**src/adcs_defines.vh**
```
// Register indices, field positions, reset values and timing counts of the converter block.
`ifndef ADCS_DEFINES_VH
`define ADCS_DEFINES_VH

// ----------------------------------------------------------------
// Register indices (byte address is four times the index)
// ----------------------------------------------------------------
`define ADCS_IDX_RESULT      8'h70
`define ADCS_IDX_CSR         8'h71
`define ADCS_IDX_IRQ_STATUS  8'h72
`define ADCS_IDX_IRQ_MASK    8'h73

// ----------------------------------------------------------------
// Control/status fields and reset values
// ----------------------------------------------------------------
`define ADCS_CSR_DONE_BIT    7
`define ADCS_CSR_POWER_BIT   5
`define ADCS_CSR_SEL_HI      2
`define ADCS_CSR_SEL_LO      0
`define ADCS_RESULT_RESET    8'h00
`define ADCS_CSR_RESET       8'h00
`define ADCS_IRQ_DONE_BIT    0
`define ADCS_IRQ_MASK_RESET  1'b0

// ----------------------------------------------------------------
// Timing
// ----------------------------------------------------------------
`define ADCS_CLK_PERIOD_NS   10
`define ADCS_STAB_TIME_NS    30000
`define ADCS_STAB_CYCLES     ((`ADCS_STAB_TIME_NS + `ADCS_CLK_PERIOD_NS - 1) / `ADCS_CLK_PERIOD_NS)
`define ADCS_CONV_CYCLES     64
`define ADCS_SAMPLE_CYCLES   32
`define ADCS_BIT_CYCLES      4

// ----------------------------------------------------------------
// Bus responses
// ----------------------------------------------------------------
`define ADCS_RESP_OKAY       2'b00
`define ADCS_RESP_SLVERR     2'b10

`endif

```
**src/adcs_sequencer.v**
```verilog
// Control logic of the 8-bit successive-approximation converter with an AXI4-Lite register port.
`timescale 1ns/1ps
//
// Overview of operation
// - At each conversion end, set done flag and load the 8-bit result.
// - The converter raises irq_o at conversion end only while the interrupt mask is set; otherwise software polls the done flag.
// - A conversion lasts 64 clocks, the first part sampling the selected input.
// - After power-on and settling delay, the selected input converts back to back.
// - Any control/status write with byte lane 0 strobed aborts, clears done and restarts with new settings.
// - Reading the result register clears the done flag.
// - Done flag is bit 7 of control/status; 1 means a result is ready.
// - Bit 5 is the software power-on control; 0 off, 1 on.
// - Bits 2 to 0 select one of eight inputs as a binary index.
// - Bit 4 of control/status always reads zero.
// - Result register is read-only, unsigned 8 bits, reset to zero.
// - Inputs beyond the references saturate at ff or 00 without overflow flag.
// - Result is linear and monotonic in the input voltage.
// - Wait mode has no effect; halt disables and needs settling after wakeup.

`include "adcs_defines.vh"

module adcs_sequencer #(
  parameter integer ADDR_W      = 12,
  parameter integer STAB_CYCLES = `ADCS_STAB_CYCLES
) (
  input  wire              clock_i,
  input  wire              rst_i,
  // AXI4-Lite slave
  input  wire [ADDR_W-1:0] s_axi_awaddr_i,
  input  wire              s_axi_awvalid_i,
  output reg               s_axi_awready_o,
  input  wire [31:0]       s_axi_wdata_i,
  input  wire [3:0]        s_axi_wstrb_i,
  input  wire              s_axi_wvalid_i,
  output reg               s_axi_wready_o,
  output reg  [1:0]        s_axi_bresp_o,
  output reg               s_axi_bvalid_o,
  input  wire              s_axi_bready_i,
  input  wire [ADDR_W-1:0] s_axi_araddr_i,
  input  wire              s_axi_arvalid_i,
  output reg               s_axi_arready_o,
  output reg  [31:0]       s_axi_rdata_o,
  output reg  [1:0]        s_axi_rresp_o,
  output reg               s_axi_rvalid_o,
  input  wire              s_axi_rready_i,
  // Converter core and input multiplexer
  output reg  [2:0]        input_select_o,
  output reg               converter_power_on_o,
  output reg               sample_o,
  output reg  [7:0]        trial_code_o,
  input  wire              compare_i,
  // System
  input  wire              halt_i,
  output reg               irq_o
);

  // ----------------------------------------------------------------
  // State
  // ----------------------------------------------------------------
  reg  [7:0]                result_register;
  reg                       conversion_done_flag;
  reg  [2:0]                input_select;
  reg                       converter_power_on;
  reg                       irq_status;
  reg                       irq_mask;
  reg  [15:0]               stab_count;
  reg  [5:0]                phase;
  reg  [7:0]                sar;
  reg                       aw_held;
  reg                       w_held;
  reg  [ADDR_W-1:0]         waddr;
  reg  [31:0]               wdata;
  reg  [3:0]                wstrb;

  wire                      do_write;
  wire                      write_ok;
  wire                      read_ok;
  wire [7:0]                widx;
  wire [7:0]                ridx;
  wire                      csr_write;
  wire                      result_read;
  wire                      status_write;
  wire                      mask_write;
  wire                      running;
  wire                      slot_end;
  wire                      conv_end;
  wire [2:0]                bit_k;
  wire [7:0]                csr_value;
  reg  [7:0]                next_sar;
  reg  [31:0]               next_rdata;

  localparam [15:0] STAB_LOAD = STAB_CYCLES[15:0];
  localparam integer SAMPLE_END = `ADCS_SAMPLE_CYCLES - 1;
  localparam integer PHASE_END  = `ADCS_CONV_CYCLES - 1;
  localparam [5:0]  LAST_SAMPLE = SAMPLE_END[5:0];
  localparam [5:0]  LAST_PHASE  = PHASE_END[5:0];

  // ----------------------------------------------------------------
  // Address decode
  // ----------------------------------------------------------------
  assign widx     = waddr[9:2];
  assign ridx     = s_axi_araddr_i[9:2];
  assign write_ok = (waddr[ADDR_W-1:10] == 0) &&
                    (widx == `ADCS_IDX_RESULT || widx == `ADCS_IDX_CSR ||
                     widx == `ADCS_IDX_IRQ_STATUS || widx == `ADCS_IDX_IRQ_MASK);
  assign read_ok  = (s_axi_araddr_i[ADDR_W-1:10] == 0) &&
                    (ridx == `ADCS_IDX_RESULT || ridx == `ADCS_IDX_CSR ||
                     ridx == `ADCS_IDX_IRQ_STATUS || ridx == `ADCS_IDX_IRQ_MASK);

  assign do_write     = aw_held && w_held && !s_axi_bvalid_o;
  assign csr_write    = do_write && write_ok && widx == `ADCS_IDX_CSR && wstrb[0];
  assign status_write = do_write && write_ok && widx == `ADCS_IDX_IRQ_STATUS && wstrb[0];
  assign mask_write   = do_write && write_ok && widx == `ADCS_IDX_IRQ_MASK && wstrb[0];
  assign result_read  = s_axi_arvalid_i && s_axi_arready_o && read_ok &&
                        ridx == `ADCS_IDX_RESULT;

  // Reserved bits 6, 4 and 3 always read zero.
  assign csr_value = {conversion_done_flag, 1'b0, converter_power_on, 1'b0, 1'b0,
                      input_select};

  // ----------------------------------------------------------------
  // Write channel
  // ----------------------------------------------------------------
  always @(posedge clock_i) begin
    if (rst_i) begin
      s_axi_awready_o <= 1'b1;
      s_axi_wready_o  <= 1'b1;
      s_axi_bvalid_o  <= 1'b0;
      s_axi_bresp_o   <= `ADCS_RESP_OKAY;
      aw_held         <= 1'b0;
      w_held          <= 1'b0;
      waddr           <= {ADDR_W{1'b0}};
      wdata           <= 32'h0000_0000;
      wstrb           <= 4'h0;
    end else begin
      if (s_axi_awvalid_i && s_axi_awready_o) begin
        aw_held         <= 1'b1;
        waddr           <= s_axi_awaddr_i;
        s_axi_awready_o <= 1'b0;
      end
      if (s_axi_wvalid_i && s_axi_wready_o) begin
        w_held         <= 1'b1;
        wdata          <= s_axi_wdata_i;
        wstrb          <= s_axi_wstrb_i;
        s_axi_wready_o <= 1'b0;
      end
      if (do_write) begin
        aw_held        <= 1'b0;
        w_held         <= 1'b0;
        s_axi_bvalid_o <= 1'b1;
        s_axi_bresp_o  <= write_ok ? `ADCS_RESP_OKAY : `ADCS_RESP_SLVERR;
      end
      if (s_axi_bvalid_o && s_axi_bready_i) begin
        s_axi_bvalid_o  <= 1'b0;
        s_axi_awready_o <= 1'b1;
        s_axi_wready_o  <= 1'b1;
      end
    end
  end

  // ----------------------------------------------------------------
  // Read channel
  // ----------------------------------------------------------------
  always @* begin
    next_rdata = 32'h0000_0000;
    case (ridx)
      `ADCS_IDX_RESULT:     next_rdata[7:0] = result_register;
      `ADCS_IDX_CSR:        next_rdata[7:0] = csr_value;
      `ADCS_IDX_IRQ_STATUS: next_rdata[`ADCS_IRQ_DONE_BIT] = irq_status;
      `ADCS_IDX_IRQ_MASK:   next_rdata[`ADCS_IRQ_DONE_BIT] = irq_mask;
      default:              next_rdata = 32'h0000_0000;
    endcase
  end

  always @(posedge clock_i) begin
    if (rst_i) begin
      s_axi_arready_o <= 1'b1;
      s_axi_rvalid_o  <= 1'b0;
      s_axi_rdata_o   <= 32'h0000_0000;
      s_axi_rresp_o   <= `ADCS_RESP_OKAY;
    end else begin
      if (s_axi_arvalid_i && s_axi_arready_o) begin
        s_axi_arready_o <= 1'b0;
        s_axi_rvalid_o  <= 1'b1;
        s_axi_rdata_o   <= read_ok ? next_rdata : 32'h0000_0000;
        s_axi_rresp_o   <= read_ok ? `ADCS_RESP_OKAY : `ADCS_RESP_SLVERR;
      end
      if (s_axi_rvalid_o && s_axi_rready_i) begin
        s_axi_rvalid_o  <= 1'b0;
        s_axi_arready_o <= 1'b1;
      end
    end
  end

  // ----------------------------------------------------------------
  // Control registers
  // ----------------------------------------------------------------
  always @(posedge clock_i) begin
    if (rst_i) begin
      input_select       <= 3'b000;
      converter_power_on <= 1'b0;
      irq_mask           <= `ADCS_IRQ_MASK_RESET;
    end else begin
      if (csr_write) begin
        converter_power_on <= wdata[`ADCS_CSR_POWER_BIT];
        input_select       <= wdata[`ADCS_CSR_SEL_HI:`ADCS_CSR_SEL_LO];
      end
      if (mask_write) begin
        irq_mask <= wdata[`ADCS_IRQ_DONE_BIT];
      end
    end
  end

  // ----------------------------------------------------------------
  // Settling counter
  // ----------------------------------------------------------------
  // Reloads while powered off or halted, so both power-on and halt wakeup wait again.
  always @(posedge clock_i) begin
    if (rst_i) begin
      stab_count <= STAB_LOAD;
    end else if (!converter_power_on || halt_i) begin
      stab_count <= STAB_LOAD;
    end else if (stab_count != 16'h0000) begin
      stab_count <= stab_count - 16'h0001;
    end
  end

  assign running = converter_power_on && !halt_i && (stab_count == 16'h0000);

  // ----------------------------------------------------------------
  // Successive approximation sequencer
  // ----------------------------------------------------------------
  // Phases 0..31 sample; each later group of four phases decides one bit, MSB first.
  assign slot_end = running && (phase > LAST_SAMPLE) && (phase[1:0] == 2'b11);
  assign bit_k    = 3'd7 - phase[4:2];
  assign conv_end = slot_end && (phase == LAST_PHASE) && !csr_write;

  // The core reports compare_i high while the input is at or above the trial level.
  always @* begin
    next_sar = sar;
    if (!compare_i) begin
      next_sar[bit_k] = 1'b0;
    end
    if (bit_k != 3'd0) begin
      next_sar[bit_k - 3'd1] = 1'b1;
    end
  end

  always @(posedge clock_i) begin
    if (rst_i) begin
      phase <= 6'd0;
      sar   <= 8'h00;
    end else if (!running || csr_write) begin
      phase <= 6'd0;
      sar   <= 8'h00;
    end else begin
      phase <= phase + 6'd1;
      if (phase == LAST_SAMPLE) begin
        sar <= 8'h80;
      end else if (slot_end) begin
        sar <= (phase == LAST_PHASE) ? 8'h00 : next_sar;
      end
    end
  end

  // ----------------------------------------------------------------
  // Result and done flag
  // ----------------------------------------------------------------
  // A completing conversion wins over a result read in the same cycle; a control/status write cancels it.
  always @(posedge clock_i) begin
    if (rst_i) begin
      result_register      <= `ADCS_RESULT_RESET;
      conversion_done_flag <= 1'b0;
      irq_status           <= 1'b0;
    end else begin
      if (conv_end) begin
        result_register      <= next_sar;
        conversion_done_flag <= 1'b1;
      end else if (csr_write || result_read) begin
        conversion_done_flag <= 1'b0;
      end
      if (conv_end) begin
        irq_status <= 1'b1;
      end else if (status_write && wdata[`ADCS_IRQ_DONE_BIT]) begin
        irq_status <= 1'b0;
      end
    end
  end

  // ----------------------------------------------------------------
  // Outputs to the core
  // ----------------------------------------------------------------
  always @(posedge clock_i) begin
    if (rst_i) begin
      input_select_o       <= 3'b000;
      converter_power_on_o <= 1'b0;
      sample_o             <= 1'b0;
      trial_code_o         <= 8'h00;
      irq_o                <= 1'b0;
    end else begin
      input_select_o       <= input_select;
      converter_power_on_o <= converter_power_on && !halt_i;
      sample_o             <= running && !csr_write && (phase < LAST_SAMPLE ||
                              phase == LAST_PHASE);
      trial_code_o         <= sar;
      // Masked off after reset, so the converter stays polled-only unless enabled.
      irq_o                <= irq_status && irq_mask;
    end
  end

endmodule

```
**config.mk**
```make
export PLATFORM = sky130hd
export DESIGN_NAME = adcs_sequencer
export DESIGN_NICKNAME = d
export VERILOG_FILES = /design/src/adcs_sequencer.v
export VERILOG_INCLUDE_DIRS = /design/src /design/src/src
export SDC_FILE = /design/constraint.sdc
export NUM_CORES = 1
export LEC_CHECK = 0
export ABC_CLOCK_PERIOD_IN_PS = 2700
export BUFFER_PORTS_ARGS = -buffer_cell sky130_fd_sc_hd__buf_2
export CAP_MARGIN = 10
export CORE_MARGIN = 5
export CORE_UTILIZATION = 50
export DETAILED_ROUTE_END_ITERATION = 8
export MAX_ROUTING_LAYER = met4
export PLACE_DENSITY = 0.78
export SLEW_MARGIN = 10
export SYNTH_ARGS = -nofsm -noshare
export SYNTH_HDL_FRONTEND = slang
export SYNTH_SLANG_ARGS = --single-unit
```
**constraint.sdc**
```tcl
create_clock -name clock_i -period 2.7 [get_ports clock_i]
set_clock_uncertainty 0.2 [all_clocks]
set_input_delay 0.135 -clock clock_i [delete_from_list [all_inputs] [get_ports clock_i]]
set_output_delay 0.135 -clock clock_i [all_outputs]
set_load 0.01 [all_outputs]
```
==> Word level (Yosys, flattened, before mapping) <==
Index checks and enable logic that the tools add are counted.
{ "totals": {"ff_bits": 121, "inputBits": 69, "output_inout_bits": 55, "word_cells": 129} }
{ "classes": {"addsub": 4, "n_lt_le_gt_ge": 6, "n_eq_ne": 11, "mux": 18, "bitwise_logic": 3, "n_reduce_logical": 59} }
{ "ops": {"columns": ["cell", "count"], "rows": [
  ["$eq A8 B7 Y1 const B", 8],
  ["$mux W8", 6],
  ["$logic_and A1 B1 Y1", 30],
  ["$logic_not A16 Y1", 1],
  ["$reduce_bool A16 Y1", 1],
  ["$sub A16 B1 Y16 const B", 1],
  ["$pmux W7 S2", 1],
  ["$logic_or A1 B1 Y1", 10],
  ["$reduce_or A2 Y1", 5],
  ["$and A8 B8 Y8", 1],
  ["$lt A3 B4 Y1 const B", 2],
  ["$not A8 Y8", 1],
  ["$or A8 B8 Y8", 1],
  ["$add A6 B1 Y6 const B", 1],
  ["$demux W1 S3", 2],
  ["$eq A6 B5 Y1 const B", 1],
  ["$eq A6 B6 Y1 const B", 1],
  ["$ge A3 B1 Y1 const B", 2],
  ["$gt A6 B5 Y1 const B", 1],
  ["$lt A6 B5 Y1 const B", 1],
  ["$mux W1", 6],
  ["$reduce_bool A2 Y1", 3],
  ["$logic_not A1 Y1", 5],
  ["$logic_not A2 Y1", 2],
  ["other kinds (7)", 8]
]} }

==> Depth between registers and ports, before layout <==
Gate-level depths: netlist (run 1).
{ "depth": {"word_depth": 13, "mapped_depth": 8, "mapped_depth_nobuf": 6} }

==> Worst setup path before layout (run 1) <==
No wires, ideal clock.
{ "synth_timing": {"path_type": "flip-flop to flip-flop", "from": "reg waddr[4]", "to": "reg result_register[0]", "setup_ps": 90, "arrival_time_ps": 1980, "required_time_ps": 2410, "slack_ps": 429, "stages_incl_launch_ff": 7, "n_path_buf": 2, "period_less_slack_ps": 2271, "path_cell_list": "dfxtp_1 or4b_4 or4_4 buf_6 and4_4 buf_6 a221oi_4"} }
{ "synth_between": {"elab_chain_len": 10, "word_cells_on_any_way": 13, "classes_between": "eq/ne (4); reduce/logical (9)"} }
{ "synth_rtl": {"columns": ["item", "line", "text"], "rows": [
  ["start: declaration", "adcs_sequencer.v:71", "reg [ADDR_W-1:0] waddr;"],
  ["start signal: assignment", "adcs_sequencer.v:132", "waddr <= {ADDR_W{1'b0}};"],
  ["start signal: assignment", "adcs_sequencer.v:138", "waddr <= s_axi_awaddr_i;"],
  ["$eq A8 B7 Y1 (no source line)", null, null],
  ["$logic_or A1 B1 Y1 (no source line) (3 in a row)", null, null],
  ["$logic_and A1 B1 Y1", "adcs_sequencer.v:103", "assign write_ok = (waddr[ADDR_W-1:10] == 0) &&"],
  ["$logic_and A1 B1 Y1", "adcs_sequencer.v:111", "assign csr_write = do_write && write_ok && widx == `ADCS_IDX_CSR && wstrb[0];"],
  ["$logic_and A1 B1 Y1 (no source line) (*)", null, null],
  ["$logic_and A1 B1 Y1 (*)", "adcs_sequencer.v:111", null],
  ["$logic_not A1 Y1 (*)", "adcs_sequencer.v:236", "assign conv_end = slot_end && (phase == LAST_PHASE) && !csr_write;"],
  ["$logic_and A1 B1 Y1 (*)", "adcs_sequencer.v:236", null],
  ["end signal: assignment", "adcs_sequencer.v:272", "result_register <= `ADCS_RESULT_RESET;"],
  ["end signal: assignment", "adcs_sequencer.v:277", "result_register <= next_sar;"],
  ["end: declaration", "adcs_sequencer.v:60", "reg [7:0] result_register;"]
]} }
Every way passes the cells marked *; elsewhere a longest branch is shown, timed or not.
A chain may end at the register's enable or synchronous reset.

==> Worst setup path after layout (run 1) <==
{ "layout_timing": {"from": "reg stab_count[0]", "to": "reg result_register[4]"} }
{ "layout_between": {"elab_chain_len": 6} }
{ "layout_rtl": {"columns": ["item", "line", "text"], "rows": [
  ["start: declaration", "adcs_sequencer.v:66", "reg [15:0] stab_count;"],
  ["start signal: assignment", "adcs_sequencer.v:224", "stab_count <= stab_count - 16'h0001;"],
  ["$logic_not A16 Y1", "adcs_sequencer.v:228", "assign running = converter_power_on && !halt_i && (stab_count == 16'h0000);"],
  ["$logic_and A1 B1 Y1", "adcs_sequencer.v:228", null],
  ["$logic_and A1 B1 Y1 (2 in a row)", "adcs_sequencer.v:234", "assign slot_end = running && (phase > LAST_SAMPLE) && (phase[1:0] == 2'b11);"],
  ["$logic_and A1 B1 Y1 (2 in a row)", "adcs_sequencer.v:236", null]
]} }
Every way passes these cells.

==> flow_metrics.tcl, run 1 <==
set metrics [dict create \
    num_rows 33 \
    critical_path_launch_point_type "register" \
    final_util_pct 60.1 \
    netlist-cell-type-count 56 \
    yosys_warnings 0 \
    antenna_left 0 \
    cts-root-to-sink-buffers 2 \
    globalRoute.totalOverflow 0 \
    post-synth-top-area-fraction_pct 44.2 \
    worstHoldPathType "input port to register" \
    sequentialPowerShare_pct 56.4 \
    num_io_pins 124 \
    effective_utilization_at_floorplan_pct 50.6 \
    synth-seq-cells 91 \
    final_cell_count_no_fill 652 \
    multi_input_comb_area_um2 2030 \
    path_clk_slew_ns 0.10 \
    reg2reg_from "stab_count[0]$_SDFFE_PP0P_" \
    final_hold_fails 0 \
    numPlacedInstances 607 \
    1st_pass_router_iterations 4 \
    timing.hold.worst_path_depth 3 \
    p_leak_nw 1.94 \
    p_sw_mw 0.632 \
    cpMaxStageDelayCell "nand4_2" \
    cts-htree-levels 3 \
    first_iter_violations 223 \
    post-route-cell-area_um2 4890 \
    cap_violations 0 \
    clock-sinks 91 \
    n_antenna_cell 0 \
    cts_buffers 9 \
    die-area_um2 10200 \
    post_synth.cell_area_avg_um2 8.99 \
    post-synth-top-area-cell "dfxtp_1" \
    place.port_buffers 62 \
    num-fill-cells 712 \
    crit_path_max_incr_delay_ns 0.40 \
    setup-violations-final 0 \
    fin_crit_ns 2.44 \
    final_common_cell "dfxtp_1" \
    track_usage_pct 18.9 \
    cts_setup_buffers 0 \
    first_global_vias 3357 \
    coreArea_um2 8130 \
    netlist_instances 458 \
    ys_top_cells_by_area "dfxtp_1 44%, a21oi_1 5.2%, buf_4 4.7%, nand2_1 3.4%, a221oi_2 2.6%" \
    data_required_time_of_the_worst_path_ns 2.77 \
    vias_per_cell 5.48 \
    vdd.ir_drop.worst_mv 0.219 \
    power_density_nw_per_um2 502 \
    gp_congestion 0.830 \
    fp.dieW_um 101 \
    startpoint "stab_count[0]$_SDFFE_PP0P_" \
    most-common-layout-cells "91 x dfxtp_1, 62 x buf_2, 43 x a21oi_1, 37 x nand2_1, 29 x dlygate4sd3_1" \
    timing.fmax_ghz 0.410 \
    dieHeight_um 101 \
    critical_path_end_type "register" \
    area_of_the_mapped_netlist_um2 4120 \
    pre_cts_slack_ns 0.291 \
    grt_setup_unrepaired "false" \
    finish.net_count 616 \
    comb_power_share_pct 6.6 \
    clockRootBuffer "clkbuf_8" \
    crit_path_cell_chain "inv_1 -> ha_1 -> nor3b_1 -> and4_1 -> nand4_2 -> a221oi_2" \
    final_max_slew_viol_count 0 \
    maximum_number_of_pins_on_one_net_before_global_route_repair 56 \
    routed_wire_length_per_instance_um 14.3 \
    critical_path_start_end_classification "register to register" \
    grt_antenna_before_repair 0 \
    area_growth_pct 18.7 \
    final_layout_size_suffix_gt1_share_pct 18.8 \
    final.period_utilization_pct 90.4 \
    yosys_most_used_dff "dfxtp_1" \
    layout.area.seq_um2 1820 \
    min-delay-start "halt_i" \
    tritoncts "done" \
    cts-resized-gates 0 \
    place_hpwl_um 6230 \
    outcome "finished clean" \
    worst_slew_pin_slew_ns 0.758 \
    power_report.internal_total_mw 1.82 \
    max_slew_margin_pct 49.0 \
    number_of_enable_flip_flop_cells_after_synthesis 0 \
    pwr-share-clk_pct 37.0 \
    wirelength_um 9340 \
    clk_lat_worst_skew_ns 0.36 \
    worst_r2r_path_depth 6 \
    place_area_um2 4400 \
    grt_first_pass_wirelength_um 15300 \
    detailroute.via_count 3570 \
    post-route-drc-count 0 \
    asyncSetResetFlopFracSynth_pct 0 \
    fin_tns_setup_ns 0 \
    final_critical_path_setup_slack_ns 0.259 \
    seq_area_frac_synth_pct 44.2 \
    critical_path_peak_fanout 10 \
    worstPathArrival_ns 2.51 \
    switching_share_pct 25.8 \
]
[power by group through the flow]
stage,Combinational (mW),Clock [mW],Sequential [mW]
floorplan,0.105,0,1.41
global placement,0.120,0,1.41
detailed placement,0.123,0,1.41
CTS,0.157,0.929,1.38
global route,0.178,0.988,1.39
finish,0.162,0.906,1.38
[logic make-up after synthesis]
group / Yosys count / synth area share (%)
other cells: 1 / 0.0911
xor+xnor: 4 / 0.851
fa+ha+maj: 5 / 1.52
compound gates: 117 / 20.0
simple gates: 167 / 22.6
flops: 91 / 44.2
buf+inv: 65 / 8.66
mux: 8 / 1.98
[sequential cells by signal (all words and copies together), names as in the netlist, 3 cells and up]
name and flops:
input_select 3, phase 6, waddr 10, wdata 4, trial_code_o 8, stab_count 16, sar 8, input_select_o 3
result_register 8, s_axi_rdata_o 8
[final cells by class]
cell class                 count  share of cell area, %
sequential                    91                   37.3
clock buffer                  10                   2.82
clock inverter                 6                   1.15
multi-input combinational    327                   41.6
tap                          105                   2.69
timing repair buffer          97                   13.2
inverter                      16                   1.23
[layer usage]
| layer | part of all wire (%) | track usage (%) | vias to the layer above |
|---|---|---|---|
| met5 | 0 | - | - |
| met4 | 2.2 | 8.50 | 0 |
| met3 | 5.1 | 3.39 | 18 |
| met2 | 49 | 30.1 | 95 |
| met1 | 44 | 23.5 | 1695 |
| li1 | - | - | 1762 |
[critical path, delay by kind of cell (launching register included)]
family	cells	cell delay [ns]
adder cells (fa/ha/maj)	1	0.15
buffers and inverters	1	0.11
flip-flops	1	0.36
AND/OR/NAND/NOR	3	1.13
AO/OA/AOI/OAI	1	0.40
[cells in the mapped netlist (2+ instances only)]
master / n
a211oi_1: 4
a21oi_1: 43
a221oi_2: 7
a22o_1: 9
a22oi_1: 3
and2_1: 3
and3_1: 4
buf_4: 26
buf_6: 2
clkbuf_1: 20
dfxtp_1: 91
ha_1: 5
inv_1: 16
mux2i_1: 7
nand2_1: 37
nand2b_1: 11
nand3_1: 12
nand3b_1: 5
nand4b_1: 4
nor2_1: 28
nor2b_1: 11
nor3_1: 10
nor4_1: 9
o211a_1: 6
o211ai_1: 9
o21ai_0: 21
o31ai_1: 8
or2_2: 3
or3_1: 5
or3b_2: 2
or4_1: 10
xnor2_1: 2
xor2_1: 2
[per-stage QoR]
step                power (mW)  hold WS [ns]
floorplan                 1.52        0.0354
global placement          1.53         0.144
detailed placement        1.54         0.153
CTS                       2.47        0.0146
global route              2.55        0.0413
finish                    2.45        0.0268
[path summary, 6_finish.rpt]
check	endpoint	slack, ns
max	result_register[4]$_SDFFE_PP0P_	0.26
min	stab_count[14]$_SDFFE_PP0P_	0.03
max reg2reg	result_register[4]$_SDFFE_PP0P_	0.26
min reg2reg	waddr[7]$_SDFFE_PP0P_	0.26
[repair_timing]
action                     in CTS  in global routing
setup endpoints to repair       0                  0
hold buffers                   29                  0
hold endpoints to repair       29                  0
Power figures use the tool's default switching activity.
==> run 2, diff against run 1 <==
- PLACE_DENSITY: 0.78 -> 0.88
==> run 2 against run 1 <==
Total power rose by 1.1%. Core utilization fell by 0.26 points. First-iteration DRC count rose by 7.2%. Cell count fell by 0.46%. Via count rose by 3.3%. Hold slack improved by 0.011 ns. Design area fell by 0.44%. Register-to-register slack got worse by 0.06 ns. Critical endpoint is now result_register[5]$_SDFFE_PP0P_. Largest power group unchanged.
==> flow_metrics.tcl, run 2 (synthesized netlist as in run 1, its figures left out) <==
set metrics [dict create \
    antenna_left 0 \
    clock-sinks 91 \
    power_density_nw_per_um2 510 \
    min-delay-start "halt_i" \
    critical_path_start_end_classification "register to register" \
    num_io_pins 124 \
    layout_top_registers "stab_count (16), waddr (10)" \
    1st_pass_router_iterations 4 \
    cts-htree-levels 3 \
    fin_crit_ns 2.50 \
    worst_hold_slack_ns 0.0374 \
    cts_buffers 9 \
    timing.hold.worst_path_depth 3 \
    p_leak_nw 1.92 \
    grt_setup_unrepaired "false" \
    num_rows 33 \
    fin_tns_setup_ns 0 \
    crit_path_max_incr_delay_ns 0.61 \
    cpMaxStageDelayCell "nor4_1" \
    finish.net_count 613 \
    cts-root-to-sink-buffers 2 \
    area_growth_pct 18.1 \
    tritoncts "done" \
    track_usage_pct 20.3 \
    largest_register_ffs 16 \
    path_clk_slew_ns 0.09 \
    globalRoute.totalOverflow 0 \
    vias_per_cell 5.68 \
    detailroute.via_count 3687 \
    groute.layer.met3.usage_pct 2.98 \
    maximum_number_of_pins_on_one_net_before_global_route_repair 56 \
    cts-resized-gates 0 \
    timing.fmax_ghz 0.401 \
    place_hpwl_um 6520 \
    coreArea_um2 8130 \
    vdd.ir_drop.worst_mv 0.268 \
    switching_share_pct 24.4 \
    most-common-layout-cells "91 x dfxtp_1, 62 x buf_2, 43 x a21oi_1, 37 x nand2_1, 28 x nor2_1" \
    effective_utilization_at_floorplan_pct 50.6 \
    critical_path_launch_point_type "register" \
    r2r_slack_ns 0.20 \
    place.port_buffers 62 \
    routed_wire_length_per_instance_um 15.5 \
    setup-violations-final 0 \
    pre_cts_slack_ns 0.238 \
    grt_first_pass_wirelength_um 16200 \
    critical_path_peak_fanout 10 \
    p_sw_mw 0.606 \
    max_slew_margin_pct 40.2 \
    worst_r2r_path_depth 4 \
    final_hold_fails 0 \
    worstPathArrival_ns 2.57 \
    gp_congestion 0.921 \
    met1_use_gr_pct 23.2 \
    r2r-end "result_register[5]$_SDFFE_PP0P_" \
    first_global_vias 3425 \
    sequentialPowerShare_pct 55.9 \
    final_layout_size_suffix_gt1_share_pct 18.6 \
    post-route-drc-count 0 \
    power_report.internal_total_mw 1.87 \
    die-area_um2 10200 \
    n_antenna_cell 0 \
    final_max_slew_viol_count 0 \
    clockRootBuffer "clkbuf_8" \
    worstHoldPathType "input port to register" \
    data_required_time_of_the_worst_path_ns 2.77 \
    cts_setup_buffers 0 \
    gr-usage-met2_pct 34.9 \
    dieHeight_um 101 \
    wirelength_um 10000 \
    grt_antenna_before_repair 0 \
    outcome "finished clean" \
    crit_path_cell_chain "nor4_1 -> and4_1 -> nand4_2 -> a221oi_2" \
    final_common_cell "dfxtp_1" \
    cap_violations 0 \
    critical_path_end_type "register" \
    comb_power_share_pct 6.5 \
    global_route.peak_usage_layer "met2" \
    end_of_the_worst_hold_path "stab_count[2]$_SDFFE_PP0P_" \
    final_critical_path_setup_slack_ns 0.204 \
    worst_slew_pin_slew_ns 0.888 \
    fp.dieW_um 101 \
    first_iter_violations 239 \
    largest_register "stab_count" \
    pwr-share-clk_pct 37.6 \
    final.period_utilization_pct 92.4 \
    clk_lat_worst_skew_ns 0.36 \
    reg2reg_from "stab_count[6]$_SDFFE_PP0P_" \
]
==> run 2: how the worst max path moves through the flow <==
stage                                startpoint                         endpoint  cells past startpoint
finish               stab_count[6]$_SDFFE_PP0P_  result_register[5]$_SDFFE_PP0P_                      4
global route        stab_count[11]$_SDFFE_PP1P_  result_register[2]$_SDFFE_PP0P_                      4
CTS                  stab_count[0]$_SDFFE_PP0P_  result_register[5]$_SDFFE_PP0P_                      6
detailed placement   stab_count[0]$_SDFFE_PP0P_  result_register[5]$_SDFFE_PP0P_                      6
global placement     stab_count[0]$_SDFFE_PP0P_  result_register[0]$_SDFFE_PP0P_                      6
floorplan                 waddr[4]$_SDFFE_PP0P_  result_register[0]$_SDFFE_PP0P_                      6
==> run 2: routing by layer <==
layer	share of wire [%]	up-vias
met1	41	1737
met3	5.0	34
met4	3.6	0
met2	51	142
li1	-	1774
met5	0	-
==> run 2: power groups by stage <==
stage	clock network [mW]	logic (mW)	registers, mW
floorplan	0	0.105	1.41
global placement	0	0.120	1.41
detailed placement	0	0.124	1.41
CTS	0.952	0.156	1.38
global route	1.01	0.176	1.39
finish	0.933	0.161	1.39
==> run 2: layout make-up <==
type                       count  area [um^2]
tap                          105          131
multi-input combinational    327         2030
fill                         645         3270
inverter                      16         60.1
sequential                    91         1820
timing repair buffer          94          618
clock inverter                 6         72.6
clock buffer                  10          128
==> run 2: worst max-delay path, delay by kind of cell (launching register included) <==
family	cells	cell delay, ns
flip-flops	1	0.35
AND/OR/NAND/NOR	3	1.45
AO/OA/AOI/OAI	1	0.41
==> run 2: metrics by stage <==
step           utilization [%]  cells  instance area, um^2  power [mW]
3_5_place_dp              54.0    606                 4390        1.54
4_1_cts                   59.8    649                 4860        2.49
6_report                  59.8    649                 4860        2.48
2_1_floorplan                -    483                 4210        1.52
5_1_grt                   59.8    649                 4860        2.57
3_3_place_gp              54.0    606                 4390        1.53
==> run 2: repair_timing <==
| action | in CTS | in global routing |
|---|---|---|
| hold endpoints to repair | 28 | 0 |
| hold buffers | 27 | 0 |
| endpoints found under the setup margin | 0 | 0 |
